<file path="src/hdl/voice_pkg.sv">
// Constants shared by the voice engine files
package voice_pkg;
  localparam int N_CHAN = 8;
  localparam int CYCLES_PER_SAMPLE = 384;
  localparam int SLOTS_PER_CHAN = CYCLES_PER_SAMPLE / N_CHAN;
  localparam int FRAC_BITS = 11;
  localparam int PTR_W = 16 + FRAC_BITS;
  // Per-channel parameter offsets within a channel bank
  localparam logic [2:0] OFS_AMPLITUDE = 3'h0;
  localparam logic [2:0] OFS_BALANCE = 3'h1;
  localparam logic [2:0] OFS_PITCH_LO = 3'h2;
  localparam logic [2:0] OFS_PITCH_HI = 3'h3;
  localparam logic [2:0] OFS_LOOP_LO = 3'h4;
  localparam logic [2:0] OFS_LOOP_HI = 3'h5;
  localparam logic [2:0] OFS_BEGIN = 3'h6;
  // Slot schedule inside one channel's 48 cycles
  localparam logic [5:0] SLOT_PARAM_LAST = 6'h07;
  localparam logic [5:0] SLOT_FETCH = 6'h08;
  localparam logic [5:0] SLOT_SAMPLE = 6'h14;
  localparam logic [5:0] SLOT_RESAMPLE = 6'h20;
  localparam logic [5:0] SLOT_MIX = 6'h21;
  localparam logic [5:0] SLOT_ACCUM = 6'h22;
  localparam logic [5:0] SLOT_LAST = 6'h2f;
  localparam logic [8:0] CNT_LAST = 9'h17f;
  localparam logic [7:0] LOOP_MARK = 8'hff;
  localparam logic [7:0] WAVE_CENTER = 8'h80;
  localparam logic [15:0] OUT_MAX = 16'hffff;
  localparam logic [15:0] OUT_MIN = 16'h0000;
  localparam logic [15:0] OUT_RST = 16'h8000;
  localparam int MIX_SHIFT = 3;
  typedef enum logic [1:0] {
    PH_PARAM = 2'b00,
    PH_FETCH = 2'b01,
    PH_REFETCH = 2'b11,
    PH_MIX = 2'b10
  } phase_t;
endpackage : voice_pkg

</file>
<file path="src/hdl/param_if.sv">
// Carrier between the sequencer and the parameter store
`timescale 1ns/1ps
`default_nettype none
interface param_if;
  logic wr_en;
  logic [5:0] wr_addr;
  logic [7:0] wr_data;
  logic [5:0] rd_addr;
  logic [7:0] rd_data;
  modport ctrl (output wr_en, output wr_addr, output wr_data, output rd_addr, input rd_data);
  modport mem (input wr_en, input wr_addr, input wr_data, input rd_addr, output rd_data);
endinterface : param_if
`default_nettype wire

</file>
<file path="src/hdl/param_store.sv">
// Per-channel parameter memory, 8 banks of 8 bytes, registered read
`timescale 1ns/1ps
`default_nettype none
module param_store (
  input wire logic sys_clk_i,
  param_if.mem bus
);
  logic [7:0] mem_r [64];
  logic [7:0] rd_data_r;

  always_ff @(posedge sys_clk_i) begin
    if (bus.wr_en) begin
      mem_r[bus.wr_addr] <= bus.wr_data;
    end
  end

  always_ff @(posedge sys_clk_i) begin
    rd_data_r <= mem_r[bus.rd_addr];
  end

  assign bus.rd_data = rd_data_r;
endmodule : param_store
`default_nettype wire

</file>
<file path="src/hdl/voice_engine.sv">
// Eight-channel PCM voice engine: pointer, fetch, gain mix and clamp
`timescale 1ns/1ps
`default_nettype none
module voice_engine (
  input wire logic sys_clk_i,
  input wire logic sys_rst_i,
  input wire logic sound_run_i,
  input wire logic [7:0] channel_on_i,
  input wire logic param_wr_i,
  input wire logic [2:0] param_chan_i,
  input wire logic [2:0] param_sel_i,
  input wire logic [7:0] param_data_i,
  output logic [15:0] wave_addr_o,
  output logic wave_rd_o,
  input wire logic [7:0] wave_data_i,
  output logic [15:0] left_sample_o,
  output logic [15:0] right_sample_o,
  output logic left_hold_pulse_o,
  output logic right_hold_pulse_o
);
  localparam int PW = voice_pkg::PTR_W;

  param_if pbus ();

  param_store u_store (
    .sys_clk_i(sys_clk_i),
    .bus(pbus.mem)
  );

  logic [8:0] cnt_r;
  logic [5:0] slot_r;
  logic [2:0] chan_r;
  voice_pkg::phase_t phase_r;
  logic [7:0] amplitude_level_r, lr_balance_gain_r, pitch_lo_r, pitch_hi_r;
  logic [7:0] loop_origin_low_r, loop_origin_high_r, begin_address_r;
  logic [PW-1:0] ptr_r [voice_pkg::N_CHAN];
  logic [7:0] was_on_r;
  logic [7:0] wave_s1_r, wave_s2_r, wave_s3_r, wave_q_r;
  logic [7:0] byte_r;
  logic byte_ok_r;
  logic signed [20:0] left_part_r, right_part_r;
  logic signed [15:0] acc_l_r, acc_r_r;
  logic [15:0] wave_addr_r;
  logic wave_rd_r;
  logic hold_r;
  logic [8:0] since_hold_r;
  logic sounding;
  logic [15:0] pitch_inc;

  // Saturating add of a contribution into a signed 16-bit sum
  function automatic logic signed [15:0] sat_add(input logic signed [15:0] a, input logic signed [20:0] b);
    logic signed [21:0] s;
    s = 22'(a) + 22'(b);
    if (s > 22'sd32767) begin
      sat_add = 16'sh7fff;
    end else if (s < -22'sd32768) begin
      sat_add = -16'sh8000;
    end else begin
      sat_add = s[15:0];
    end
  endfunction : sat_add

  assign sounding = sound_run_i & channel_on_i[chan_r];
  assign pitch_inc = {pitch_hi_r, pitch_lo_r};

  // Sample period counter: 384 cycles, 48 per channel, channel 0 first
  always_ff @(posedge sys_clk_i or posedge sys_rst_i) begin
    if (sys_rst_i) begin
      cnt_r <= 9'h000;
      slot_r <= 6'h00;
      chan_r <= 3'h0;
    end else if (cnt_r == voice_pkg::CNT_LAST) begin
      cnt_r <= 9'h000;
      slot_r <= 6'h00;
      chan_r <= 3'h0;
    end else begin
      cnt_r <= cnt_r + 9'h001;
      if (slot_r == voice_pkg::SLOT_LAST) begin
        slot_r <= 6'h00;
        chan_r <= chan_r + 3'h1;
      end else begin
        slot_r <= slot_r + 6'h01;
      end
    end
  end

  always_ff @(posedge sys_clk_i or posedge sys_rst_i) begin
    if (sys_rst_i) begin
      phase_r <= voice_pkg::PH_PARAM;
    end else begin
      case (phase_r)
        voice_pkg::PH_PARAM: if (slot_r == voice_pkg::SLOT_PARAM_LAST) phase_r <= voice_pkg::PH_FETCH;
        voice_pkg::PH_FETCH: if (slot_r == voice_pkg::SLOT_SAMPLE) phase_r <= voice_pkg::PH_REFETCH;
        voice_pkg::PH_REFETCH: if (slot_r == voice_pkg::SLOT_RESAMPLE) phase_r <= voice_pkg::PH_MIX;
        voice_pkg::PH_MIX: if (slot_r == voice_pkg::SLOT_LAST) phase_r <= voice_pkg::PH_PARAM;
        default: phase_r <= voice_pkg::PH_PARAM;
      endcase
    end
  end

  // Parameter store access: writes from the ports, reads by the schedule
  assign pbus.wr_en = param_wr_i;
  assign pbus.wr_addr = {param_chan_i, param_sel_i};
  assign pbus.wr_data = param_data_i;
  assign pbus.rd_addr = {chan_r, slot_r[2:0]};

  always_ff @(posedge sys_clk_i or posedge sys_rst_i) begin
    if (sys_rst_i) begin
      amplitude_level_r <= 8'h00;
      lr_balance_gain_r <= 8'h00;
      pitch_lo_r <= 8'h00;
      pitch_hi_r <= 8'h00;
      loop_origin_low_r <= 8'h00;
      loop_origin_high_r <= 8'h00;
      begin_address_r <= 8'h00;
    end else if (phase_r == voice_pkg::PH_PARAM && slot_r != 6'h00) begin
      case (slot_r[2:0] - 3'h1)
        voice_pkg::OFS_AMPLITUDE: amplitude_level_r <= pbus.rd_data;
        voice_pkg::OFS_BALANCE: lr_balance_gain_r <= pbus.rd_data;
        voice_pkg::OFS_PITCH_LO: pitch_lo_r <= pbus.rd_data;
        voice_pkg::OFS_PITCH_HI: pitch_hi_r <= pbus.rd_data;
        voice_pkg::OFS_LOOP_LO: loop_origin_low_r <= pbus.rd_data;
        voice_pkg::OFS_LOOP_HI: loop_origin_high_r <= pbus.rd_data;
        voice_pkg::OFS_BEGIN: begin_address_r <= pbus.rd_data;
        default: amplitude_level_r <= amplitude_level_r;
      endcase
    end
  end

  // Waveform data from pins: three stages, accepted when stages two and three agree
  always_ff @(posedge sys_clk_i or posedge sys_rst_i) begin
    if (sys_rst_i) begin
      wave_s1_r <= 8'h00;
      wave_s2_r <= 8'h00;
      wave_s3_r <= 8'h00;
      wave_q_r <= 8'h00;
    end else begin
      wave_s1_r <= wave_data_i;
      wave_s2_r <= wave_s1_r;
      wave_s3_r <= wave_s2_r;
      if (wave_s2_r == wave_s3_r) begin
        wave_q_r <= wave_s3_r;
      end
    end
  end

  // Per-channel pointers and sounding history
  genvar g;
  generate
    for (g = 0; g < voice_pkg::N_CHAN; g++) begin : g_chan
      always_ff @(posedge sys_clk_i or posedge sys_rst_i) begin
        if (sys_rst_i) begin
          ptr_r[g] <= '0;
          was_on_r[g] <= 1'b0;
        end else if (chan_r == 3'(g)) begin
          if (slot_r == voice_pkg::SLOT_FETCH) begin
            was_on_r[g] <= sounding;
            if (!sounding || !was_on_r[g]) begin
              ptr_r[g] <= {begin_address_r, 8'h00, {voice_pkg::FRAC_BITS{1'b0}}};
            end else begin
              ptr_r[g] <= ptr_r[g] + PW'(pitch_inc);
            end
          end else if (slot_r == voice_pkg::SLOT_SAMPLE && sounding && wave_q_r == voice_pkg::LOOP_MARK) begin
            ptr_r[g] <= {loop_origin_high_r, loop_origin_low_r, {voice_pkg::FRAC_BITS{1'b0}}};
          end
        end
      end
    end
  endgenerate

  // External memory request: address from the integer part of the pointer
  always_ff @(posedge sys_clk_i or posedge sys_rst_i) begin
    if (sys_rst_i) begin
      wave_rd_r <= 1'b0;
    end else begin
      wave_rd_r <= (phase_r == voice_pkg::PH_FETCH) || (phase_r == voice_pkg::PH_REFETCH);
    end
  end

  always_ff @(posedge sys_clk_i or posedge sys_rst_i) begin
    if (sys_rst_i) begin
      wave_addr_r <= 16'h0000;
    end else begin
      wave_addr_r <= ptr_r[chan_r][PW-1:voice_pkg::FRAC_BITS];
    end
  end

  // Captured byte: the loop mark is refetched once and never played
  always_ff @(posedge sys_clk_i or posedge sys_rst_i) begin
    if (sys_rst_i) begin
      byte_r <= voice_pkg::WAVE_CENTER;
      byte_ok_r <= 1'b0;
    end else if (slot_r == voice_pkg::SLOT_SAMPLE || (slot_r == voice_pkg::SLOT_RESAMPLE && !byte_ok_r)) begin
      byte_r <= wave_q_r;
      byte_ok_r <= wave_q_r != voice_pkg::LOOP_MARK;
    end
  end

  // Gain stage: centred byte times amplitude times balance nibble per side
  always_ff @(posedge sys_clk_i or posedge sys_rst_i) begin
    if (sys_rst_i) begin
      left_part_r <= '0;
      right_part_r <= '0;
    end else if (slot_r == voice_pkg::SLOT_MIX) begin
      logic signed [8:0] centred;
      logic signed [17:0] scaled;
      centred = $signed({1'b0, byte_r}) - $signed({1'b0, voice_pkg::WAVE_CENTER});
      scaled = 18'(centred) * 18'($signed({1'b0, amplitude_level_r}));
      left_part_r <= (21'(scaled) * 21'($signed({1'b0, lr_balance_gain_r[3:0]}))) >>> voice_pkg::MIX_SHIFT;
      right_part_r <= (21'(scaled) * 21'($signed({1'b0, lr_balance_gain_r[7:4]}))) >>> voice_pkg::MIX_SHIFT;
    end
  end

  // Accumulation with limiting; outputs and strobes once per period
  always_ff @(posedge sys_clk_i or posedge sys_rst_i) begin
    if (sys_rst_i) begin
      acc_l_r <= '0;
      acc_r_r <= '0;
    end else if (cnt_r == voice_pkg::CNT_LAST) begin
      acc_l_r <= '0;
      acc_r_r <= '0;
    end else if (slot_r == voice_pkg::SLOT_ACCUM && sounding && byte_ok_r) begin
      acc_l_r <= sat_add(acc_l_r, left_part_r);
      acc_r_r <= sat_add(acc_r_r, right_part_r);
    end
  end

  always_ff @(posedge sys_clk_i or posedge sys_rst_i) begin
    if (sys_rst_i) begin
      left_sample_o <= voice_pkg::OUT_RST;
      right_sample_o <= voice_pkg::OUT_RST;
      hold_r <= 1'b0;
    end else begin
      hold_r <= cnt_r == voice_pkg::CNT_LAST;
      if (cnt_r == voice_pkg::CNT_LAST) begin
        left_sample_o <= {~acc_l_r[15], acc_l_r[14:0]};
        right_sample_o <= {~acc_r_r[15], acc_r_r[14:0]};
      end
    end
  end

  assign wave_addr_o = wave_addr_r;
  assign wave_rd_o = wave_rd_r;
  assign left_hold_pulse_o = hold_r;
  assign right_hold_pulse_o = hold_r;

  // Cycles since the last hold strobe, watched by the period check
  always_ff @(posedge sys_clk_i or posedge sys_rst_i) begin
    if (sys_rst_i) begin
      since_hold_r <= 9'h000;
    end else if (hold_r) begin
      since_hold_r <= 9'h001;
    end else begin
      since_hold_r <= since_hold_r + 9'h001;
    end
  end

  period_len_a: assert property (@(posedge sys_clk_i) disable iff (sys_rst_i)
    (hold_r || since_hold_r == 9'(voice_pkg::CYCLES_PER_SAMPLE))
    |-> (hold_r && since_hold_r == 9'(voice_pkg::CYCLES_PER_SAMPLE))) else $error("hold strobe spacing wrong");
  hold_pair_a: assert property (@(posedge sys_clk_i) disable iff (sys_rst_i)
    hold_r |-> (cnt_r == 9'h000) && $past(chan_r) == 3'h7) else $error("hold strobe not after last channel");
  sample_hold_a: assert property (@(posedge sys_clk_i) disable iff (sys_rst_i)
    !hold_r |-> $stable(left_sample_o) && $stable(right_sample_o))
    else $error("samples changed without strobe");
  chan_order_a: assert property (@(posedge sys_clk_i) disable iff (sys_rst_i)
    (slot_r == voice_pkg::SLOT_LAST) |=> (chan_r == $past(chan_r) + 3'h1) && slot_r == 6'h00)
    else $error("channel order broken");
  silent_sum_a: assert property (@(posedge sys_clk_i) disable iff (sys_rst_i)
    (slot_r == voice_pkg::SLOT_ACCUM && !sounding && cnt_r != voice_pkg::CNT_LAST)
    |=> $stable(acc_l_r) && $stable(acc_r_r)) else $error("silent channel changed sum");
  clamp_high_a: assert property (@(posedge sys_clk_i) disable iff (sys_rst_i)
    (slot_r == voice_pkg::SLOT_ACCUM && sounding && byte_ok_r && left_part_r > 0 && acc_l_r >= 0)
    |=> acc_l_r >= 0) else $error("left sum wrapped negative");
  clamp_low_a: assert property (@(posedge sys_clk_i) disable iff (sys_rst_i)
    (slot_r == voice_pkg::SLOT_ACCUM && sounding && byte_ok_r && right_part_r < 0 && acc_r_r < 0)
    |=> acc_r_r < 0) else $error("right sum wrapped positive");
  silent_ptr_a: assert property (@(posedge sys_clk_i) disable iff (sys_rst_i)
    (slot_r == voice_pkg::SLOT_FETCH && !sounding) |=> ##1 wave_addr_r == {begin_address_r, 8'h00})
    else $error("silent pointer not at begin address");
  begin_fetch_a: assert property (@(posedge sys_clk_i) disable iff (sys_rst_i)
    (slot_r == voice_pkg::SLOT_FETCH && sounding && !was_on_r[chan_r])
    |=> ##1 wave_addr_r == {begin_address_r, 8'h00} && wave_rd_r) else $error("first fetch not at begin address");
  pitch_step_a: assert property (@(posedge sys_clk_i) disable iff (sys_rst_i)
    (slot_r == voice_pkg::SLOT_FETCH && sounding && was_on_r[chan_r])
    |=> ptr_r[chan_r] == $past(ptr_r[chan_r]) + PW'(pitch_inc)) else $error("pointer did not step by pitch");
  loop_reload_a: assert property (@(posedge sys_clk_i) disable iff (sys_rst_i)
    (slot_r == voice_pkg::SLOT_SAMPLE && sounding && wave_q_r == voice_pkg::LOOP_MARK)
    |=> ##1 wave_addr_r == {loop_origin_high_r, loop_origin_low_r} && wave_rd_r) else $error("loop reload missed");
  mark_silent_a: assert property (@(posedge sys_clk_i) disable iff (sys_rst_i)
    (slot_r == voice_pkg::SLOT_MIX) |-> !(byte_ok_r && byte_r == voice_pkg::LOOP_MARK))
    else $error("loop mark played");
  run_stop_a: assert property (@(posedge sys_clk_i) disable iff (sys_rst_i)
    (slot_r == voice_pkg::SLOT_FETCH && !sound_run_i) |=> !was_on_r[$past(chan_r)]) else $error("run bit ignored");
endmodule : voice_engine
`default_nettype wire

</file>
<file path="config.mk">
export PLATFORM = sky130hd
export DESIGN_NAME = voice_engine
export DESIGN_NICKNAME = d
export VERILOG_FILES = /design/src/hdl/voice_pkg.sv /design/src/hdl/param_if.sv /design/src/hdl/param_store.sv /design/src/hdl/voice_engine.sv
export SDC_FILE = /design/constraint.sdc
export NUM_CORES = 2
export LEC_CHECK = 0
export ABC_AREA = 1
export BUFFER_PORTS_ARGS = -buffer_cell sky130_fd_sc_hd__buf_2
export CORE_ASPECT_RATIO = 2
export CORE_UTILIZATION = 64
export DETAILED_ROUTE_END_ITERATION = 6
export PLACE_DENSITY = 0.91
export SKIP_LAST_GASP = 1
export SYNTH_ARGS = -nofsm -noshare
export SYNTH_HDL_FRONTEND = slang
export SYNTH_SLANG_ARGS = --single-unit
</file>
<file path="constraint.sdc">
create_clock -name sys_clk_i -period 17.8 [get_ports sys_clk_i]
set_input_delay 1.78 -clock sys_clk_i [delete_from_list [all_inputs] [get_ports sys_clk_i]]
set_output_delay 1.78 -clock sys_clk_i [all_outputs]
set_load 0.01 [all_outputs]
</file>
After elaboration in Yosys (flattened, before gate mapping)
Memories as Yosys holds them, arrays and structs flattened. A register that Yosys moved wholly into a read port is not among the register bits.
Index checks and enable logic that the tools add are counted.
{ "word_totals": {"register_bits": 459, "n_memories": 1, "wordCells": 201, "ramBits": 512, "inputBits": 34, "out_inout_bits": 51} }
{ "mem_list": {"columns": ["name", "words", "width", "rd", "rd_ports_with_merged_regs", "write_ports", "line", "rtl"], "rows": [
  ["u_store.mem_r", 64, 8, 1, 1, 1, "param_store.sv:8", "logic [7:0] mem_r [64];"]
]} }
{ "classes": {"n_reduce_logical": 57, "add_sub_neg": 15, "n_bitwise": 4, "n_mul": 3, "mux": 42, "eq_ne": 31, "magnitude_cmp": 6} }
{ "ops": {"columns": ["op", "count"], "rows": [
  ["$mux 27", 19],
  ["$add 27x16->27", 8],
  ["$mux 16", 8],
  ["$bmux 27 s3", 1],
  ["$reduce_and 2->1", 23],
  ["$mul 18x5->21", 2],
  ["$add 16x18->19", 2],
  ["$gt 19x16->1 const B", 2],
  ["$lt 19x16->1 const B", 2],
  ["$eq 6x6->1 const B", 4],
  ["$eq 3x3->1 const B", 7],
  ["$mul 9x9->18", 1],
  ["$eq 3x2->1 const B", 4],
  ["$mux 6", 2],
  ["$logic_not 1->1", 10],
  ["$logic_or 1x1->1", 10],
  ["$add 9x1->9 const B", 1],
  ["$eq 9x9->1 const B", 1],
  ["$mux 9", 1],
  ["$sub 8x8->9 const B", 1],
  ["$eq 8x8->1", 1],
  ["$eq 8x8->1 const B", 1],
  ["$mux 2", 4],
  ["$ne 8x8->1 const B", 1],
  ["26 further kinds", 42]
]} }

Depth between registers and ports, before layout
{ "depth": {"depth_word": 7, "depth_mapped": 39, "ltp_nobuf": 39} }

Cells and area by module
A second synthesis with hierarchy kept.
{ "hier_totals": {"cells_unflattened": 7665, "hier_area_um2": 61306.3} }
{ "by_module_without_submodules": {"columns": ["mod", "cells_each", "area_per_inst_um2", "seq_area_each_um2", "n_inst"], "rows": [
  ["voice_engine", 5860, 39967.1, 11489.8, 1],
  ["param_store", 1805, 21339.2, 15534.9, 1]
]} }

Least setup slack after synthesis
Ideal clock, no wire load.
{ "synth_timing": {"path_type": "reg-to-reg", "startpoint": "register byte_r[7]", "endpoint": "register, netlist name right_part_r[17]", "arrival_time_ns": 6.921, "slack_ns": 10.761, "n_path_buf": 0, "synth_period_minus_slack_ns": 7.039, "t_required_ns": 17.682, "setup_ns": 0.118, "path_stages_with_launch": 34, "cell_sequence": "dfstp_2 > clkinv_1 > nand2_1 > inv_1 > fa_1 > fa_1 > fa_1 > inv_1 > fa_1 > inv_1 > ha_1 > inv_1 > o21ai_0 > a21oi_1 > o21bai_1 > a31o_2 > xor2_1 > nor2_1 > ha_1 > fa_1 > inv_1 > fa_1 > inv_1 > ha_1 > inv_1 > o21ai_0 > a21oi_1 > o21bai_1 > a21oi_1 > nand2_1 > nor2_1 > nand3_1 > nand3_1 > nand2_1"} }
{ "synth_via": {"elab_chain_len": 3} }
{ "synth_lines": {"columns": ["item", "line", "rtl"], "rows": [
  ["start, declared", "voice_engine.sv:39", "logic [7:0] byte_r;"],
  ["start signal, assigned", "voice_engine.sv:191", "byte_r <= voice_pkg::WAVE_CENTER;"],
  ["start signal, assigned", "voice_engine.sv:194", "byte_r <= wave_q_r;"],
  ["$sub 8x8->9", "voice_engine.sv:207", "centred = $signed({1'b0, byte_r}) - $signed({1'b0, voice_pkg::WAVE_CENTER});"],
  ["$mul 9x9->18", "voice_engine.sv:208", "scaled = 18'(centred) * 18'($signed({1'b0, amplitude_level_r}));"],
  ["$mul 18x5->21", "voice_engine.sv:210", "right_part_r <= (21'(scaled) * 21'($signed({1'b0, lr_balance_gain_r[7:4]}))) >>> voice_pkg::MIX_SHIFT;"]
]} }
Every way passes these cells.
A chain may end at the register's enable or synchronous reset.

Final worst setup path
{ "layout_timing": {"startpoint": "register byte_r[7]", "endpoint": "register, netlist name right_part_r[17]"} }
{ "layout_via": {"elab_chain_len": 3} }
{ "layout_lines": {"columns": ["item", "line"], "rows": [
  ["$sub 8x8->9", "voice_engine.sv:207"],
  ["$mul 9x9->18", "voice_engine.sv:208"],
  ["$mul 18x5->21", "voice_engine.sv:210"]
]} }
Every way passes these cells.

==> run_results.csv <==
group,metric,value,unit
run_status,status,"finished, violations left",
run_status,violations,"design-rule violations",
setup_path,endpoint,"right_part_r[17]$_DFFE_PP0N_",
clocking,cts_resized,0,
place,dp_slack,9.92,ns
die,initial_utilization,64.6,%
yosys,synth.most_common_cell,"nand2_1",
place,place.gp.congestion,1.05,
global_route,overflow,0,
die,dieArea,94800,um^2
routing,vias_per_cell,6.29,
timing,finalSetupViolations,0,
setup_path,worstPathMaxFanout,9,
clocking,htreeDepth,3,
die,rows,158,
power_and_ir_drop,leakagePower,29.8,nW
global_route,grt_pass1_wl,289000,um
yosys,synth.cell_area,59900,um^2
final_layout,layout.nets,7765,
timing,tightest_slew,1.39,ns
timing,setup_tns,0,ns
setup_path,regToRegStartpoint,"byte_r[7]$_DFFE_PP1P_",
run,cap_violations,0,
setup_path,cpMostUsedCell,"inv_1",
clocking,cts_num_sinks,979,
yosys,synth_edf_count,512,
yosys,postSynthAreaPerCell,8.16,um^2
final_layout,layout-drive-gt1-share,4.61,%
timing,hold_viol,0,
global_route,grt_start_max_net_pins,118,
setup_path,worst-path-buf-inv,8,
min_path,hp-class,"reg -> reg",
place,dpl.hpwl,130000,um
clocking,postCtsSetupRepairBufs,0,
clocking,worstSkewPairLatency,0.75,ns
timing,fin_crit,7.91,ns
setup_path,crit_slowest_cell,"fa_1",
timing,slew_headroom,6.66,%
routing,routed_wl,190000,um
clocking,postCtsHoldBufs,0,
timing,clock-skew-final,0.0421,ns
yosys,synthCells,7339,
yosys,synth_top_area_share,25.7,%
yosys,synth_top_area_cell,"edfxtp_1",
power_and_ir_drop,p_per_area,119,nW/um^2
setup_path,end_kind,"flop",
routing,drc_errors,4,
clocking,cts_buffer_depth,3,
place,dp.cells,8423,
timing,max_freq,126,MHz
routing,postRouteAntennaNets,0,
yosys,syn_nets,7794,
setup_path,r2r-end,"right_part_r[17]$_DFFE_PP0N_",
die,fp.dieW,218,um
final_layout,instances_no_fill,8586,
timing,slew_violations,0,
setup_path,crit_arrival,8.52,ns
die,pin_count,85,
yosys,synth_seq_cells,979,
global_route,track_usage,40.0,%
setup_path,critPathMaxStageDelay,0.55,ns
global_route,grt_pass1_vias,52900,
setup_path,worstSetupPathDepth,33,
final_layout,fin_util,69.2,%
yosys,synthTopCellsByArea,"edfxtp_1 26%, dfrtp_1 19%, nand2_1 10%",
setup_path,r2r_slack,9.89,ns
clocking,cts_buffers,85,
clocking,cts_tree,"yes",
die,fp.coreArea,92700,um^2
setup_path,cp_top_family,"adder cells",
yosys,synthArstFlopShare,46.9,%
clocking,clk_pin_slew,0.08,ns
final_layout,area_growth_syn_to_layout,7.26,%
place,io_buffers,84,
routing,avgRoutedWirePerCell,22.1,um
yosys,ys_seq_area_share,45.1,%
clocking,clockRootBuffer,"clkbuf_16",
power_and_ir_drop,peakVddDrop,0.000209,V
global_route,antenna_found_initial,9,
routing,drtIter0Drc,5607,
routing,drtPass1Iterations,7,
setup_path,critical_path_class,"reg -> reg",
die,die_h,434,um
setup_path,required,18.41,ns
setup_path,cp-start-kind,"flop",
timing,final.period_utilization,44.5,%
routing,dr_total_vias,54000,
yosys,yosysWarningCount,0,
yosys,synth_flop_cell,"edfxtp_1",
setup_path,startpoint,"byte_r[7]$_DFFE_PP1P_",
yosys,ys_types,54,
yosys,ys_top_cells_by_count,"1655 x nand2_1, 944 x nor2_1, 843 x inv_1",
setup_path,reg2reg_depth,33,
timing,rsz0062_at_grt,"no",
timing,setup_ws,9.89,ns
==> cells by family (layout without fill, tap and decap cells) <==
family                     after synthesis  count (layout)  share of synthesized area (%)
buffers and inverters                 1111            1154                           7.08
other                                    0               4                              0
muxes                                    5               5                         0.0941
AOI/OAI and AO/OA                     1561            1561                           14.2
and+or+nand+nor                       3149            3149                           21.4
xor gates and xnor gates               113             113                           1.65
DFF                                    979             979                           45.1
adders and majority gates              421             421                           10.5
==> power by group <==
| group | internal [mW] | leakage (nW) | switching [mW] |
|---|---|---|---|
| logic | 1.07 | 17.9 | 2.03 |
| clock network | 1.08 | 1.40 | 0.914 |
| registers | 2.46 | 10.5 | 0.0642 |
==> flip-flops by register name, indices dropped and copies added (netlist names), 9 cells and up <==
register	cells
right_part_r	18
left_part_r	18
left_sample_o	16
acc_r_r	16
acc_l_r	16
ptr_r	216
right_sample_o	16
u_store.mem_r	512
cnt_r	9
wave_addr_o	16
==> area by class of cell <==
class | count | area, um^2
Fill cell | 7086 | 28500
Antenna cell | 4 | 10.0
Tap cell | 1200 | 1500
Clock inverter | 56 | 732
Multi-Input combinational cell | 5249 | 28600
Sequential cell | 979 | 27000
Timing Repair Buffer | 145 | 878
Inverter | 850 | 3200
Clock buffer | 103 | 2210
==> cell usage in the layout, fill, tap and decap left out, types with 12 or more instances in the layout <==
| master | instances |
|---|---|
| nor2_1 | 942 |
| nand3_1 | 341 |
| ha_1 | 287 |
| o21ai_0 | 702 |
| clkbuf_16 | 85 |
| a21o_1 | 16 |
| or2_2 | 13 |
| clkinv_1 | 12 |
| nand4_1 | 84 |
| dfrtp_1 | 451 |
| o211ai_1 | 18 |
| inv_1 | 839 |
| edfxtp_1 | 512 |
| buf_4 | 61 |
| o21a_1 | 15 |
| o22ai_1 | 167 |
| a22oi_1 | 30 |
| nor3_1 | 57 |
| nor4_1 | 17 |
| a31oi_1 | 26 |
| nand2_1 | 1655 |
| clkbuf_1 | 16 |
| o21bai_1 | 21 |
| bufinv_16 | 12 |
| buf_2 | 84 |
| a21oi_1 | 513 |
| xnor2_1 | 58 |
| xor2_1 | 55 |
| fa_1 | 134 |
==> metal layers <==
| metal | up-vias | wire, um | global-route usage (%) |
|---|---|---|---|
| met5 | - | 52 | 0 |
| met4 | 8 | 21000 | 37.8 |
| met3 | 1097 | 17600 | 8.49 |
| met2 | 3348 | 90100 | 66.6 |
| met1 | 25100 | 60900 | 41.6 |
| li1 | 24400 | - | - |
==> how the worst min path moves through the flow <==
stage,startpoint,endpoint,slack [ns],cells after the start
6_report,wave_s1_r[0]$_DFF_PP0_,wave_s2_r[0]$_DFF_PP0_,0.35,0
5_1_grt,wave_s1_r[3]$_DFF_PP0_,wave_s2_r[3]$_DFF_PP0_,0.35,0
4_1_cts,wave_s1_r[3]$_DFF_PP0_,wave_s2_r[3]$_DFF_PP0_,0.35,0
3_5_place_dp,wave_s1_r[3]$_DFF_PP0_,wave_s2_r[3]$_DFF_PP0_,0.33,0
3_3_place_gp,wave_s1_r[1]$_DFF_PP0_,wave_s2_r[1]$_DFF_PP0_,0.34,0
2_1_floorplan,wave_s1_r[0]$_DFF_PP0_,wave_s2_r[0]$_DFF_PP0_,0.33,0
==> metrics by stage <==
stage               instance area (um^2)  hold WS (ns)  power, mW
floorplan                          59900         0.331       4.90
CTS                                64200         0.349       7.59
global route                       64200         0.353       8.12
global placement                   61200         0.337       5.53
finish                             64200         0.346       7.62
detailed placement                 61200         0.335       5.62
Power figures use the tool's default switching activity.
